## config.mk

```make
export PLATFORM = sky130hd
export DESIGN_NAME = pcd_claim_decode
export DESIGN_NICKNAME = d
export VERILOG_FILES = /design/src/rtl/pcd_pkg.sv /design/src/rtl/pcd_claim_decode.sv
export SDC_FILE = /design/constraint.sdc
export NUM_CORES = 1
export LEC_CHECK = 0
export ABC_CLOCK_PERIOD_IN_PS = 3050
export BUFFER_PORTS_ARGS = -buffer_cell sky130_fd_sc_hd__buf_4
export CORE_MARGIN = 3
export CORE_UTILIZATION = 50
export DETAILED_ROUTE_END_ITERATION = 8
export HOLD_SLACK_MARGIN = 0.05
export PLACE_DENSITY = 0.73
export RECOVER_POWER = 100
export SYNTH_ARGS = -nofsm -noshare
export SYNTH_HDL_FRONTEND = slang
export SYNTH_SLANG_ARGS = --single-unit
```

## constraint.sdc

```tcl
create_clock -name CLK -period 3.05 [get_ports CLK]
set_input_delay 0.4575 -clock CLK [delete_from_list [all_inputs] [get_ports CLK]]
set_output_delay 0.4575 -clock CLK [all_outputs]
set_load 0.02 [all_outputs]
```

## src/rtl/pcd_pkg.sv

```systemverilog
// constants, types and register map of the pci target claim decoder
package pcd_pkg;

  // register byte offsets on the apb side
  localparam int unsigned     APB_AW          = 12;
  localparam logic [11:0]     OFS_DECODE_CTRL = 12'h000;
  localparam logic [11:0]     OFS_BOOT_ROM    = 12'h004;
  localparam logic [11:0]     OFS_STATUS      = 12'h008;
  localparam logic [11:0]     OFS_CLAIM_CNT   = 12'h00C;

  // decode_control_reg fields
  localparam int unsigned     CTL_DMA_DIS_BIT  = 0;
  localparam int unsigned     CTL_DISK_DIS_BIT = 1;
  localparam int unsigned     CTL_SER_DIS_BIT  = 2;
  localparam int unsigned     CTL_SUB_LSB      = 4;
  localparam int unsigned     CTL_SUB_MSB      = 5;
  localparam logic [31:0]     CTL_RESET        = 32'h0000_0000;
  localparam logic [31:0]     CTL_WMASK        = 32'h0000_0037;

  // boot_rom_range_reg: base in [15:0], mask in [31:16], both against address bits 31:16
  localparam int unsigned     ROM_BASE_LSB = 0;
  localparam int unsigned     ROM_MASK_LSB = 16;
  localparam logic [31:0]     ROM_RESET    = 32'hFFF0_FFF0;

  // status fields
  localparam int unsigned     ST_BUSY_BIT  = 0;
  localparam int unsigned     ST_LSUB_BIT  = 1;
  localparam int unsigned     ST_LMED_BIT  = 2;
  localparam int unsigned     ST_WIN_BIT   = 3;
  localparam int unsigned     CNT_SUB_LSB  = 16;

  // command codes as carried on the c/be lines in the address phase
  localparam logic [3:0]      CMD_INT_ACK   = 4'h0;
  localparam logic [3:0]      CMD_SPECIAL   = 4'h1;
  localparam logic [3:0]      CMD_IO_RD     = 4'h2;
  localparam logic [3:0]      CMD_IO_WR     = 4'h3;
  localparam logic [3:0]      CMD_MEM_RD    = 4'h6;
  localparam logic [3:0]      CMD_MEM_WR    = 4'h7;
  localparam logic [3:0]      CMD_CFG_RD    = 4'hA;
  localparam logic [3:0]      CMD_CFG_WR    = 4'hB;
  localparam logic [3:0]      CMD_MEM_RDMUL = 4'hC;
  localparam logic [3:0]      CMD_MEM_RDLN  = 4'hE;
  localparam logic [3:0]      CMD_MEM_WRINV = 4'hF;

  // own configuration function numbers
  localparam logic [2:0]      FN_0 = 3'h0;
  localparam logic [2:0]      FN_1 = 3'h1;
  localparam logic [2:0]      FN_3 = 3'h3;
  localparam logic [2:0]      FN_4 = 3'h4;

  // strobe positions in cycles after the address phase
  localparam logic [1:0]      MED_STROBE_CYC = 2'd1;
  localparam logic [1:0]      SUB_STROBE_CYC = 2'd3;

  typedef enum logic [1:0] {ST_IDLE, ST_DECODE, ST_CLAIMED, ST_UNCLAIMED} pcd_state_e;

  // decode hits from the internal target decoders
  typedef struct packed {
    logic legacy_device_hit;
    logic dma_ctrl_hit;
    logic disk_ctrl_hit;
    logic serial_bus_ctrl_hit;
  } pcd_hit_s;

  // address phase capture
  typedef struct packed {
    logic [3:0]  cmd;
    logic [31:0] addr;
    logic        idsel;
  } pcd_aphase_s;

endpackage
```

## src/rtl/pcd_claim_decode.sv

```systemverilog
// pci target claim decoder with apb register access
// Summary of operation
// - accepted target accesses get devsel, with medium or subtractive timing
// - never start a claim when the latched command is a special cycle
// - subtractive strobe claims io and memory commands unless path select is 1x
// - command codes 2,3,6,7,12,14,15 are io and memory read/write variants
// - c/be lines latched in address phase are the command for all decisions
// - medium strobe claims interrupt acknowledge and medium target hits if devsel idle
// - legacy device hits are claimed with medium timing
// - config cycles to own functions 0, 1, 3 and 4 are recognised
// - functions 0,3 always; disable bits gate disk, serial bus, dma hits
// - boot rom window hits are claimed with medium timing
// - port is a 32-bit multiplexed address/data pci interface
//
// The register addresses and the APB interface to the registers were left to the implementer.
`timescale 1ns/1ps
`default_nettype none

module pcd_claim_decode #(
  parameter int unsigned CNT_W = 16
) (
  // clock and reset
  input  wire logic                       CLK,
  input  wire logic                       RESET,
  // apb slave
  input  wire logic                       PSEL,
  input  wire logic                       PENABLE,
  input  wire logic                       PWRITE,
  input  wire logic [pcd_pkg::APB_AW-1:0] PADDR,
  input  wire logic [31:0]                PWDATA,
  output logic      [31:0]                PRDATA,
  output logic                            PREADY,
  output logic                            PSLVERR,
  // pci bus, target side
  input  wire logic                       FRAME_L,
  input  wire logic                       IRDY_L,
  input  wire logic [31:0]                AD,
  input  wire logic [3:0]                 CBE_L,
  input  wire logic                       IDSEL,
  input  wire logic                       DEVSEL_L_I,
  output logic                            DEVSEL_L_O,
  output logic                            DEVSEL_L_OE,
  // hits from internal decoders
  input  wire pcd_pkg::pcd_hit_s          HITS,
  // claim report to the data path
  output logic                            CLAIMED,
  output logic                            CLAIM_SUBTRACTIVE,
  output logic [1:0]                      SUB_PATH
);
  import pcd_pkg::*;

  if (CNT_W < 1 || CNT_W > 16) begin : g_chk
    $error("CNT_W must be 1 to 16");
  end

  pcd_state_e      st_q;
  pcd_state_e      st_d;
  pcd_aphase_s     ap_q;
  logic [1:0]      cyc_q;
  logic            devsel_q;
  logic            devsel_d;
  logic [31:0]     ctl_q;
  logic [31:0]     rom_q;
  logic            last_sub_q;
  logic            last_med_q;
  logic [CNT_W-1:0] med_cnt_q;
  logic [CNT_W-1:0] sub_cnt_q;

  // decode terms; command, address and idsel come from the latched address phase, bus and devsel state are live
  logic            bus_idle;
  logic            med_strobe;
  logic            sub_strobe;
  logic            devsel_seen;
  logic            is_special;
  logic            is_io_mem;
  logic            is_mem;
  logic            is_cfg;
  logic            cfg_fn0;
  logic            cfg_fn1;
  logic            cfg_fn3;
  logic            cfg_fn4;
  logic            rom_hit;
  logic            med_hit;
  logic            sub_ok;
  logic            claim_med;
  logic            claim_sub;
  logic            claim_start;

  assign bus_idle    = FRAME_L & IRDY_L;
  assign med_strobe  = (st_q == ST_DECODE) && (cyc_q == MED_STROBE_CYC);
  assign sub_strobe  = (st_q == ST_DECODE) && (cyc_q == SUB_STROBE_CYC);
  // another agent's devsel also blocks a subtractive claim
  assign devsel_seen = devsel_q | ~DEVSEL_L_I;

  assign is_special = (ap_q.cmd == CMD_SPECIAL);
  assign is_mem     = (ap_q.cmd == CMD_MEM_RD)    || (ap_q.cmd == CMD_MEM_WR)   ||
                      (ap_q.cmd == CMD_MEM_RDMUL) || (ap_q.cmd == CMD_MEM_RDLN) ||
                      (ap_q.cmd == CMD_MEM_WRINV);
  assign is_io_mem  = is_mem || (ap_q.cmd == CMD_IO_RD) || (ap_q.cmd == CMD_IO_WR);
  assign is_cfg     = (ap_q.cmd == CMD_CFG_RD) || (ap_q.cmd == CMD_CFG_WR);

  logic            cfg_to_me;
  // type 0 config to this device, selected by idsel
  assign cfg_to_me = is_cfg && ap_q.idsel && (ap_q.addr[1:0] == 2'b00);
  assign cfg_fn0   = cfg_to_me && (ap_q.addr[10:8] == FN_0);
  assign cfg_fn1   = cfg_to_me && (ap_q.addr[10:8] == FN_1);
  assign cfg_fn3   = cfg_to_me && (ap_q.addr[10:8] == FN_3);
  assign cfg_fn4   = cfg_to_me && (ap_q.addr[10:8] == FN_4);

  assign rom_hit = is_mem &&
                   ((ap_q.addr[31:16] & rom_q[ROM_MASK_LSB +: 16]) ==
                    (rom_q[ROM_BASE_LSB +: 16] & rom_q[ROM_MASK_LSB +: 16]));

  // medium window terms; dma, disk and serial bus hits each gated by its own disable bit
  logic            med_intack;
  logic            med_dma;
  logic            med_disk;
  logic            med_ser;
  logic            med_cfg;
  assign med_intack = (ap_q.cmd == CMD_INT_ACK);
  assign med_dma    = HITS.dma_ctrl_hit & ~ctl_q[CTL_DMA_DIS_BIT];
  assign med_disk   = HITS.disk_ctrl_hit & ~ctl_q[CTL_DISK_DIS_BIT];
  assign med_ser    = HITS.serial_bus_ctrl_hit & ~ctl_q[CTL_SER_DIS_BIT];
  // functions 0 and 3 carry no disable bit
  assign med_cfg    = cfg_fn0 | cfg_fn3
                    | (cfg_fn1 & ~ctl_q[CTL_DISK_DIS_BIT])
                    | (cfg_fn4 & ~ctl_q[CTL_SER_DIS_BIT]);
  assign med_hit    = med_intack | HITS.legacy_device_hit | med_dma
                    | med_disk | med_ser | med_cfg | rom_hit;

  assign sub_ok      = ~ctl_q[CTL_SUB_MSB];
  assign claim_med   = med_strobe & ~devsel_seen & med_hit;
  assign claim_sub   = sub_strobe & ~devsel_seen & is_io_mem & sub_ok;
  assign claim_start = ~is_special & (claim_med | claim_sub);                 // and

  // transaction tracking
  always_comb begin
    st_d = st_q;
    unique case (st_q)
      ST_IDLE: begin
        if (!FRAME_L) begin
          st_d = ST_DECODE;
        end
      end
      ST_DECODE: begin
        if (claim_start) begin
          st_d = ST_CLAIMED;
        end else if (bus_idle) begin
          st_d = ST_IDLE;
        end else if (sub_strobe) begin
          st_d = ST_UNCLAIMED;
        end
      end
      ST_CLAIMED: begin
        // no decision is taken again until the bus goes idle
        if (bus_idle) begin
          st_d = ST_IDLE;
        end
      end
      ST_UNCLAIMED: begin
        if (bus_idle) begin
          st_d = ST_IDLE;
        end
      end
    endcase
  end

  always_ff @(posedge CLK) begin
    if (RESET) begin
      st_q <= ST_IDLE;
    end else begin
      st_q <= st_d;
    end
  end

  // address phase capture, 32-bit multiplexed ad bus
  always_ff @(posedge CLK) begin
    if (RESET) begin
      ap_q <= '0;
    end else if (st_q == ST_IDLE && !FRAME_L) begin
      ap_q <= '{cmd: CBE_L, addr: AD, idsel: IDSEL};                          // and
    end
  end

  always_ff @(posedge CLK) begin
    if (RESET) begin
      cyc_q <= 2'd0;
    end else if (st_q != ST_DECODE) begin
      cyc_q <= 2'd0;
    end else if (cyc_q != SUB_STROBE_CYC) begin
      cyc_q <= cyc_q + 2'd1;
    end
  end

  // devsel held from the claim until the bus is idle
  always_comb begin
    devsel_d = devsel_q;
    if (claim_start) begin
      devsel_d = 1'b1;
    end else if (bus_idle) begin
      devsel_d = 1'b0;
    end
  end

  always_ff @(posedge CLK) begin
    if (RESET) begin
      devsel_q <= 1'b0;
    end else begin
      devsel_q <= devsel_d;
    end
  end

  // one extra cycle driving high so the line is not left floating low
  always_ff @(posedge CLK) begin
    if (RESET) begin
      DEVSEL_L_O  <= 1'b1;
      DEVSEL_L_OE <= 1'b0;
    end else begin
      DEVSEL_L_O  <= ~devsel_d;
      DEVSEL_L_OE <= devsel_d | devsel_q;
    end
  end

  always_ff @(posedge CLK) begin
    if (RESET) begin
      CLAIMED           <= 1'b0;
      CLAIM_SUBTRACTIVE <= 1'b0;
    end else begin
      CLAIMED           <= devsel_d;
      if (claim_start) begin
        CLAIM_SUBTRACTIVE <= claim_sub;
      end
    end
  end

  always_ff @(posedge CLK) begin
    if (RESET) begin
      SUB_PATH <= CTL_RESET[CTL_SUB_MSB:CTL_SUB_LSB];
    end else begin
      SUB_PATH <= ctl_q[CTL_SUB_MSB:CTL_SUB_LSB];
    end
  end

  // apb: one wait state, then pready for one cycle
  logic apb_acc;
  logic apb_do;
  logic apb_map;
  assign apb_acc = PSEL & PENABLE & ~PREADY;
  assign apb_do  = PSEL & PENABLE & PREADY;
  assign apb_map = (PADDR == OFS_DECODE_CTRL) || (PADDR == OFS_BOOT_ROM) ||
                   (PADDR == OFS_STATUS)      || (PADDR == OFS_CLAIM_CNT);

  // read words built from package field positions
  logic [15:0]     med_cnt_w;
  logic [15:0]     sub_cnt_w;
  logic [31:0]     status_word;
  logic [31:0]     count_word;
  logic [31:0]     rd_word;
  assign med_cnt_w = 16'(med_cnt_q);
  assign sub_cnt_w = 16'(sub_cnt_q);

  always_comb begin
    status_word              = 32'h0000_0000;
    status_word[ST_BUSY_BIT] = devsel_q;
    status_word[ST_LSUB_BIT] = last_sub_q;
    status_word[ST_LMED_BIT] = last_med_q;
    status_word[ST_WIN_BIT]  = (st_q == ST_DECODE);
  end

  always_comb begin
    count_word                    = 32'h0000_0000;
    count_word[15:0]              = med_cnt_w;
    count_word[CNT_SUB_LSB +: 16] = sub_cnt_w;
  end

  // unmapped offsets read as zero
  always_comb begin
    rd_word = 32'h0000_0000;
    unique case (PADDR)
      OFS_DECODE_CTRL: rd_word = ctl_q;
      OFS_BOOT_ROM:    rd_word = rom_q;
      OFS_STATUS:      rd_word = status_word;
      OFS_CLAIM_CNT:   rd_word = count_word;
      default:         rd_word = 32'h0000_0000;
    endcase
  end

  always_ff @(posedge CLK) begin
    if (RESET) begin
      PREADY  <= 1'b0;
      PSLVERR <= 1'b0;
      PRDATA  <= 32'h0000_0000;
    end else begin
      PREADY  <= apb_acc;
      PSLVERR <= apb_acc & ~apb_map;
      PRDATA  <= 32'h0000_0000;
      if (apb_acc && !PWRITE) begin
        PRDATA <= rd_word;
      end
    end
  end

  always_ff @(posedge CLK) begin
    if (RESET) begin
      ctl_q <= CTL_RESET;
      rom_q <= ROM_RESET;
    end else if (apb_do && PWRITE) begin
      if (PADDR == OFS_DECODE_CTRL) begin
        ctl_q <= PWDATA & CTL_WMASK;
      end
      if (PADDR == OFS_BOOT_ROM) begin
        rom_q <= PWDATA;
      end
    end
  end

  // claim statistics; a claim in the clearing cycle is still counted
  logic cnt_clr;
  assign cnt_clr = apb_do & PWRITE & (PADDR == OFS_CLAIM_CNT);

  always_ff @(posedge CLK) begin
    if (RESET) begin
      last_med_q <= 1'b0;
      last_sub_q <= 1'b0;
    end else if (claim_start) begin
      last_med_q <= claim_med;
      last_sub_q <= claim_sub;
    end
  end

  always_ff @(posedge CLK) begin
    if (RESET) begin
      med_cnt_q <= '0;
      sub_cnt_q <= '0;
    end else begin
      if (cnt_clr) begin
        med_cnt_q <= CNT_W'(claim_start & claim_med);
        sub_cnt_q <= CNT_W'(claim_start & claim_sub);
      end else if (claim_start) begin
        if (claim_med) begin
          med_cnt_q <= med_cnt_q + CNT_W'(1);
        end else begin
          sub_cnt_q <= sub_cnt_q + CNT_W'(1);
        end
      end
    end
  end

endmodule

`default_nettype wire

```

==> flow_summary.toml, run 1 <==
[floorplan]
num_io_pins = 133
start_util_pct = 52.5
row_count = 39
dieArea_um2 = 13700
die_w_um = 117
die_height_um = 117
coreArea_um2 = 11700

[timing]
setup_viol = 0
period_share_pct = 86.4
rsz0062_at_grt = "no"
max_freq_mhz = 380
skew_ps = 5.83
whs_ps = 246
slew_violations = 0
hold_violations = 0
maxSlewHeadroom_pct = 23.2
finalSetupTns_ps = 0
min_period_ps = 2630
worst_pin_slew_ps = 1150

[logic_synthesis]
avgSynthCellArea_um2 = 8.27
yosysSeqAreaShare_pct = 45.6
netlist-cell-type-count = 50
synth-warning-count = 0
synth_flop_cell = "dfxtp_1"
synth_seq_cells = 140
syn_nets = 841
synth_area_um2 = 6150
syn_inst = 744
ys_async_sr_fraction_pct = 0
synth_edf_count = 0

[route]
wl_per_cell_um = 17.2
first_pass_iters = 5
num_vias = 5660
antenna_left = 0
routed_via_density = 5.61
drtIter0Drc = 433
drc = 0
drt-total-wl_um = 17300

[clock_tree]
insertion_delay_ps = 420
cts_buffer_depth = 2
holdBufCountCts = 0
numCtsBuffers = 17
clkTransAtPathRegs_ps = 60
post_cts_resized = 0
post_cts_buffers = 0
cts_tree = "done"
cts-root-buf = "clkbuf_16"
cts-htree-levels = 4
cts.sinks = 140

[layout]
multiInputGateArea_um2 = 3080
final_cell_mix = "nand2_1, dfxtp_1, buf_4, nor2_1, a21oi_1"
area_growth_syn_to_layout_pct = 22.3
layout_commonest_cell = "nand2_1"
drive_gt1_share_pct = 15.0
n_antenna_cell = 0
design_area_um2 = 7520
regArea_um2 = 2800
num-fill-cells = 1039
fin_nets = 950

[global_route]
grt_first_pass_wirelength_um = 27500
grt_pass1_vias = 5510
grt.total_usage_pct = 26.3
grt_max_degree = 57
antenna_found_initial = 0
grt.overflow.total = 0

[setup_path]
r2r-start = "ctl_q[1]$_SDFFE_PP0P_"
cp-end-kind = "register"
critical_path.max_fanout = 13
reg2reg_slack_ps = 420
arrival_ps = 2940
crit_path_start_kind = "register"
cp_data_required_time_ps = 3360
worstReg2RegEnd = "sub_cnt_q[13]$_SDFFE_PP0P_"
rr_worst_depth = 6
path_class = "register to register"

[pwr]
swShare_pct = 22.3
powerDensity_nw_per_um2 = 532
pwr-share-clk_pct = 47.1
p_total_w = 0.00400
p_switching_w = 0.000892
power_leakage_nw = 3.09
pwr-share-seq_pct = 46.9
pwr-share-comb_pct = 5.9
power.internal_w = 0.00311
ir_worst_vdd_v = 0.000407

[place]
dpl_cell_area_um2 = 7180
io_buffers = 121
gp_congestion = 0.889
dp_hpwl_um = 12600

[worst_hold_path]
worstHoldPathType = "input pin to register"
whs_endpoint = "rom_q[25]$_SDFFE_PP1P_"
hold_start = "PWDATA[25]"
hold_depth = 3

[outcome]
outcome = "finished, final reports clean"

[job]
drv_cap = 0
state kept, by name (all words and copies together), names as in the netlist:
signal / count
st_q: 2
sub_cnt_q: 16
last_sub_q: 1
med_cnt_q: 16
PRDATA: 32
cyc_q: 2
CLAIMED: 1
PREADY: 1
DEVSEL_L_OE: 1
SUB_PATH: 2
last_med_q: 1
DEVSEL_L_O: 1
PSLVERR: 1
rom_q: 32
ap_q: 26
ctl_q: 5
kinds of logic after synthesis:
| group | synth area share, % |
|---|---|
| adder cells (fa/ha/maj) | 0.814 |
| XOR/XNOR | 2.42 |
| AO/OA/AOI/OAI | 15.3 |
| AND/OR/NAND/NOR | 26.1 |
| flip-flops | 45.6 |
| multiplexers | 5.92 |
| buffers and inverters | 3.89 |
layout make-up:
class                           count  area share, %
Timing Repair Buffer              136           11.4
Inverter                           15          0.748
Clock buffer                       25           6.72
Multi-Input combinational cell    543           41.0
Tap cell                          143           2.38
Clock inverter                      7          0.499
Sequential cell                   140           37.2
power groups by stage:
stage	registers, W	logic, W	clock network [W]
after detailed placement	0.00192	0.000242	0
after global routing	0.00188	0.000262	0.00199
after floorplan	0.00191	0.000123	0
final	0.00188	0.000238	0.00189
after CTS	0.00188	0.000242	0.00191
after global placement	0.00192	0.000234	0
stage by stage:
| step | worst slack, ps | utilization [%] | cells |
|---|---|---|---|
| CTS | 641 | 65.9 | 1009 |
| detailed placement | 627 | 61.3 | 977 |
| global route | 201 | 64.3 | 1009 |
| finish | 416 | 64.3 | 1009 |
| floorplan | 929 | - | 744 |
| global placement | 707 | 61.3 | 977 |
synth_stat cells (2+ instances only):
cell type / count / share of area (%)
a2111oi_4: 2 / 0.89
a31oi_1: 2 / 0.20
or3_1: 6 / 0.61
ha_1: 4 / 0.81
and2_1: 6 / 0.61
o31ai_1: 3 / 0.37
nor2b_1: 6 / 0.61
o21ai_0: 15 / 1.2
nand3_1: 38 / 3.1
o211ai_1: 4 / 0.49
nand2_1: 172 / 10
o21ai_1: 3 / 0.24
nand4_1: 3 / 0.31
nor2_1: 54 / 3.3
nand2b_1: 26 / 2.6
xor2_1: 17 / 2.4
dfxtp_1: 140 / 46
a21oi_1: 50 / 4.1
buf_2: 5 / 0.41
and3_1: 9 / 0.92
mux2i_1: 33 / 5.4
inv_1: 14 / 0.85
o2111ai_1: 10 / 1.4
clkbuf_1: 39 / 2.4
a22oi_1: 39 / 4.8
a21o_1: 3 / 0.37
nor3_1: 10 / 0.81
nor4_1: 4 / 0.41
or4_1: 2 / 0.24
and4_1: 4 / 0.57
o41ai_1: 2 / 0.28
worst max-delay path: stages, from the launching register on:
cell       delay (ps)
dfxtp_1           380
nor2b_1           160
o21ai_0           100
a2111oi_2         750
o41a_1            630
o21ai_0           190
mux2_2            300
how the worst max path moves through the flow:
stage	from	to	slack, ps	depth (start not counted)
after floorplan	cyc_q[0]$_SDFFE_PP0P_	sub_cnt_q[9]$_SDFFE_PP0P_	930	8
after global placement	HITS[1]	sub_cnt_q[13]$_SDFFE_PP0P_	710	7
after detailed placement	PADDR[11]	PRDATA[23]$_SDFF_PP0_	630	5
after CTS	ctl_q[1]$_SDFFE_PP0P_	sub_cnt_q[13]$_SDFFE_PP0P_	640	6
after global routing	ctl_q[1]$_SDFFE_PP0P_	sub_cnt_q[13]$_SDFFE_PP0P_	200	6
final	ctl_q[1]$_SDFFE_PP0P_	sub_cnt_q[13]$_SDFFE_PP0P_	420	6
layer usage:
metal	GRT usage [%]	part of all wire, %	wire [um]
met5	0	0	0
met3	6.99	7.0	1210
met2	42.3	47	8130
met1	34.9	44	7710
met4	8.03	1.7	290
(Power assumes the default switching activity.)
==> run 2: changes to the inputs <==
--- a/config.mk
+++ b/config.mk
@@ -5,13 +5,14 @@
 export SDC_FILE = /design/constraint.sdc
 export NUM_CORES = 1
 export LEC_CHECK = 0
+export ABC_AREA = 1
 export ABC_CLOCK_PERIOD_IN_PS = 3050
 export BUFFER_PORTS_ARGS = -buffer_cell sky130_fd_sc_hd__buf_4
 export CORE_MARGIN = 3
-export CORE_UTILIZATION = 50
+export CORE_UTILIZATION = 40
 export DETAILED_ROUTE_END_ITERATION = 8
 export HOLD_SLACK_MARGIN = 0.05
-export PLACE_DENSITY = 0.73
+export PLACE_DENSITY = 0.61
 export RECOVER_POWER = 100
 export SYNTH_ARGS = -nofsm -noshare
 export SYNTH_HDL_FRONTEND = slang
==> run 2 against run 1 <==
Net effect:
- the flow now finishes with violations (capacitance limit, slew limit)
- via count is 2.0% higher
- area after synthesis is 1.7% higher
- worst hold slack better by 1.1 ps
- clock-buffer cell count is 4 lower
- critical path depth is 1 higher
- clock skew is 0.81 ps higher
- power is 23% higher
- clock power is 26% higher
- register-to-register slack better by 220 ps
==> flow_summary.toml, run 2 <==
[setup_path]
crit_path_top_delay_cell = "clkbuf_1"
critical_path.max_fanout = 30
arrival_ps = 2730
crit_path_frequent_cell = "inv_1"
cp_cell_sequence = "clkbuf_2, nor3_1, nand4_1, clkbuf_1, inv_1, o21ai_0, inv_1"
cp-end-kind = "register"
path_class = "input pin to register"
cp_top_family = "buffers and inverters"
crit_path_start_kind = "input pin"
crit_buf_inv = 4
cp_data_required_time_ps = 3360
max_stage_delay_ps = 1100

[route]
routed_via_density = 4.87
drtIter0Drc = 373
first_pass_iters = 5
num_vias = 5772
drc = 0
antenna_left = 0
wl_per_cell_um = 14.5
drt-total-wl_um = 17200

[logic_synthesis]
netlist-cell-type-count = 48
synth_area_um2 = 6260
synth-warning-count = 0
synth_seq_cells = 140
synth_most_common_cell = "nand2_1"
avgSynthCellArea_um2 = 7.38
ys_top_cells_by_count = "nand2_1, dfxtp_1, nor2_1, inv_1, nand3_1"
yosysSeqAreaShare_pct = 44.8
ys_top_cells_by_area = "dfxtp_1, nand2_1, nor2_1"
ys_async_sr_fraction_pct = 0
synth_flop_cell = "dfxtp_1"
syn_nets = 945
synth_edf_count = 0
synth_top_area_share_pct = 44.8
syn_inst = 848
synth_top_cell_by_area = "dfxtp_1"

[place]
io_buffers = 121
gp_congestion = 0.913
dp_hpwl_um = 12500

[floorplan]
start_util_pct = 41.0
dieArea_um2 = 17200
row_count = 45
num_io_pins = 133
coreArea_um2 = 15300
die_w_um = 131
die_height_um = 131

[global_route]
grt_pass1_vias = 5239
grt_first_pass_wirelength_um = 27400
grt.total_usage_pct = 20.5
grt_max_degree = 67
grt.overflow.total = 0
antenna_found_initial = 0

[pwr]
pwr-share-seq_pct = 41.2
p_total_w = 0.00494
swShare_pct = 23.9
powerDensity_nw_per_um2 = 635
ir_worst_vdd_v = 0.000407
power_leakage_nw = 3.17
pwr-share-clk_pct = 48.2
p_switching_w = 0.00118
power.internal_w = 0.00376
pwr-share-comb_pct = 10.5

[clock_tree]
cts_buffer_depth = 2
holdBufCountCts = 0
numCtsBuffers = 17
post_cts_resized = 0
cts_tree = "done"
clkTransAtPathRegs_ps = 60
insertion_delay_ps = 420
cts-htree-levels = 4
cts.sinks = 140
cts-root-buf = "clkbuf_16"
post_cts_buffers = 0

[layout]
fin_nets = 1059
final_cell_mix = "nand2_1, dfxtp_1, nor2_1, buf_4, inv_1"
final_util_pct = 51.0
drive_gt1_share_pct = 15.2
area_growth_syn_to_layout_pct = 24.2
n_antenna_cell = 0
layout_commonest_cell = "nand2_1"
reg_top3 = "PRDATA x32, rom_q x32, ap_q x26"
num-fill-cells = 1593

[timing]
maxSlewHeadroom_pct = -0.942
max_freq_mhz = 412
setup_viol = 0
rsz0062_at_grt = "no"
worst_pin_slew_ps = 1510
finalSetupTns_ps = 0
hold_violations = 0
whs_ps = 247
min_period_ps = 2430
slew_violations = 31
skew_ps = 6.63
period_share_pct = 79.6

[worst_hold_path]
worstHoldPathType = "input pin to register"

[outcome]
violations = "capacitance limit, slew limit"
outcome = "finished, violations left"

[job]
drv_cap = 1
==> run 2: cell count changes in the layout (fill, tap and decap cells not counted), sizes merged, moves of 9 or more <==
cell	change
a21oi	+21
a22oi	-39
and3	-9
buf	-10
inv	+64
mux2i	-33
nand2	+28
nand2b	-26
nand3	+29
nor2	+61
o2111ai	-9
o21ai	+30
==> run 2: worst register-to-register path, cell delays in order (launching register included) <==
cell and delay, ps:
dfxtp_1 380, ha_1 250, inv_1 90, nor2_1 90
o2111ai_1 130, nor3_1 570, nand2_4 300, inv_2 260
nand3_1 100, a21oi_1 160
==> run 2: kinds of logic (layout without fill, tap and decap cells) <==
logic type	Yosys count	after routing	share of synthesized area, %
XOR/XNOR	20	20	2.80
AO/OA/AOI/OAI	148	148	13.6
adder cells (fa/ha/maj)	4	4	0.800
flip-flops	140	140	44.8
AND/OR/NAND/NOR	423	423	30.2
buffers and inverters	113	240	7.84
==> run 2: area by class of cell <==
| class | instances | area [um2] | area share (%) |
|---|---|---|---|
| clock buffers | 21 | 470 | 6.05 |
| clock inverters | 11 | 213 | 2.74 |
| inverters | 81 | 309 | 3.97 |
| multi-input cells | 595 | 2920 | 37.6 |
| flip-flops and latches | 140 | 2800 | 36.0 |
| well taps | 211 | 264 | 3.40 |
| repair buffers | 127 | 792 | 10.2 |
==> run 2: metal layers <==
metal / vias up / track usage (%) / share of wire (%)
li1: 3000 / - / -
met5: - / 0 / 0
met4: 0 / 5.69 / 1.3
met2: 114 / 31.3 / 46
met3: 22 / 3.85 / 3.4
met1: 2636 / 29.7 / 49
==> run 2: path summary, 6_finish.rpt <==
kind                               end  cells after the start  slack [ps]                    start
min             rom_q[30]$_SDFFE_PP1P_                      3         250               PWDATA[30]
max               PRDATA[5]$_SDFF_PP0_                      7         620                    RESET
min reg2reg    last_med_q$_SDFFE_PP0P_                      2         470  last_med_q$_SDFFE_PP0P_
max reg2reg  sub_cnt_q[4]$_SDFFE_PP0P_                      9         640    cyc_q[0]$_SDFFE_PP0P_
==> run 2: power by group through the flow <==
stage,combinational [W],clock (W),sequential [W]
floorplan,0.000355,0,0.00205
global placement,0.000519,0,0.00207
detailed placement,0.000523,0,0.00208
CTS,0.000528,0.00242,0.00204
global route,0.000590,0.00249,0.00205
finish,0.000519,0.00238,0.00204
==> run 2: through the flow <==
stage	setup WS, ps	instances	cell area (um2)
global placement	810	1154	7290
detailed placement	789	1154	7290
CTS	910	1186	7980
finish	623	1186	7770
global route	396	1186	7770
floorplan	1400	848	6260
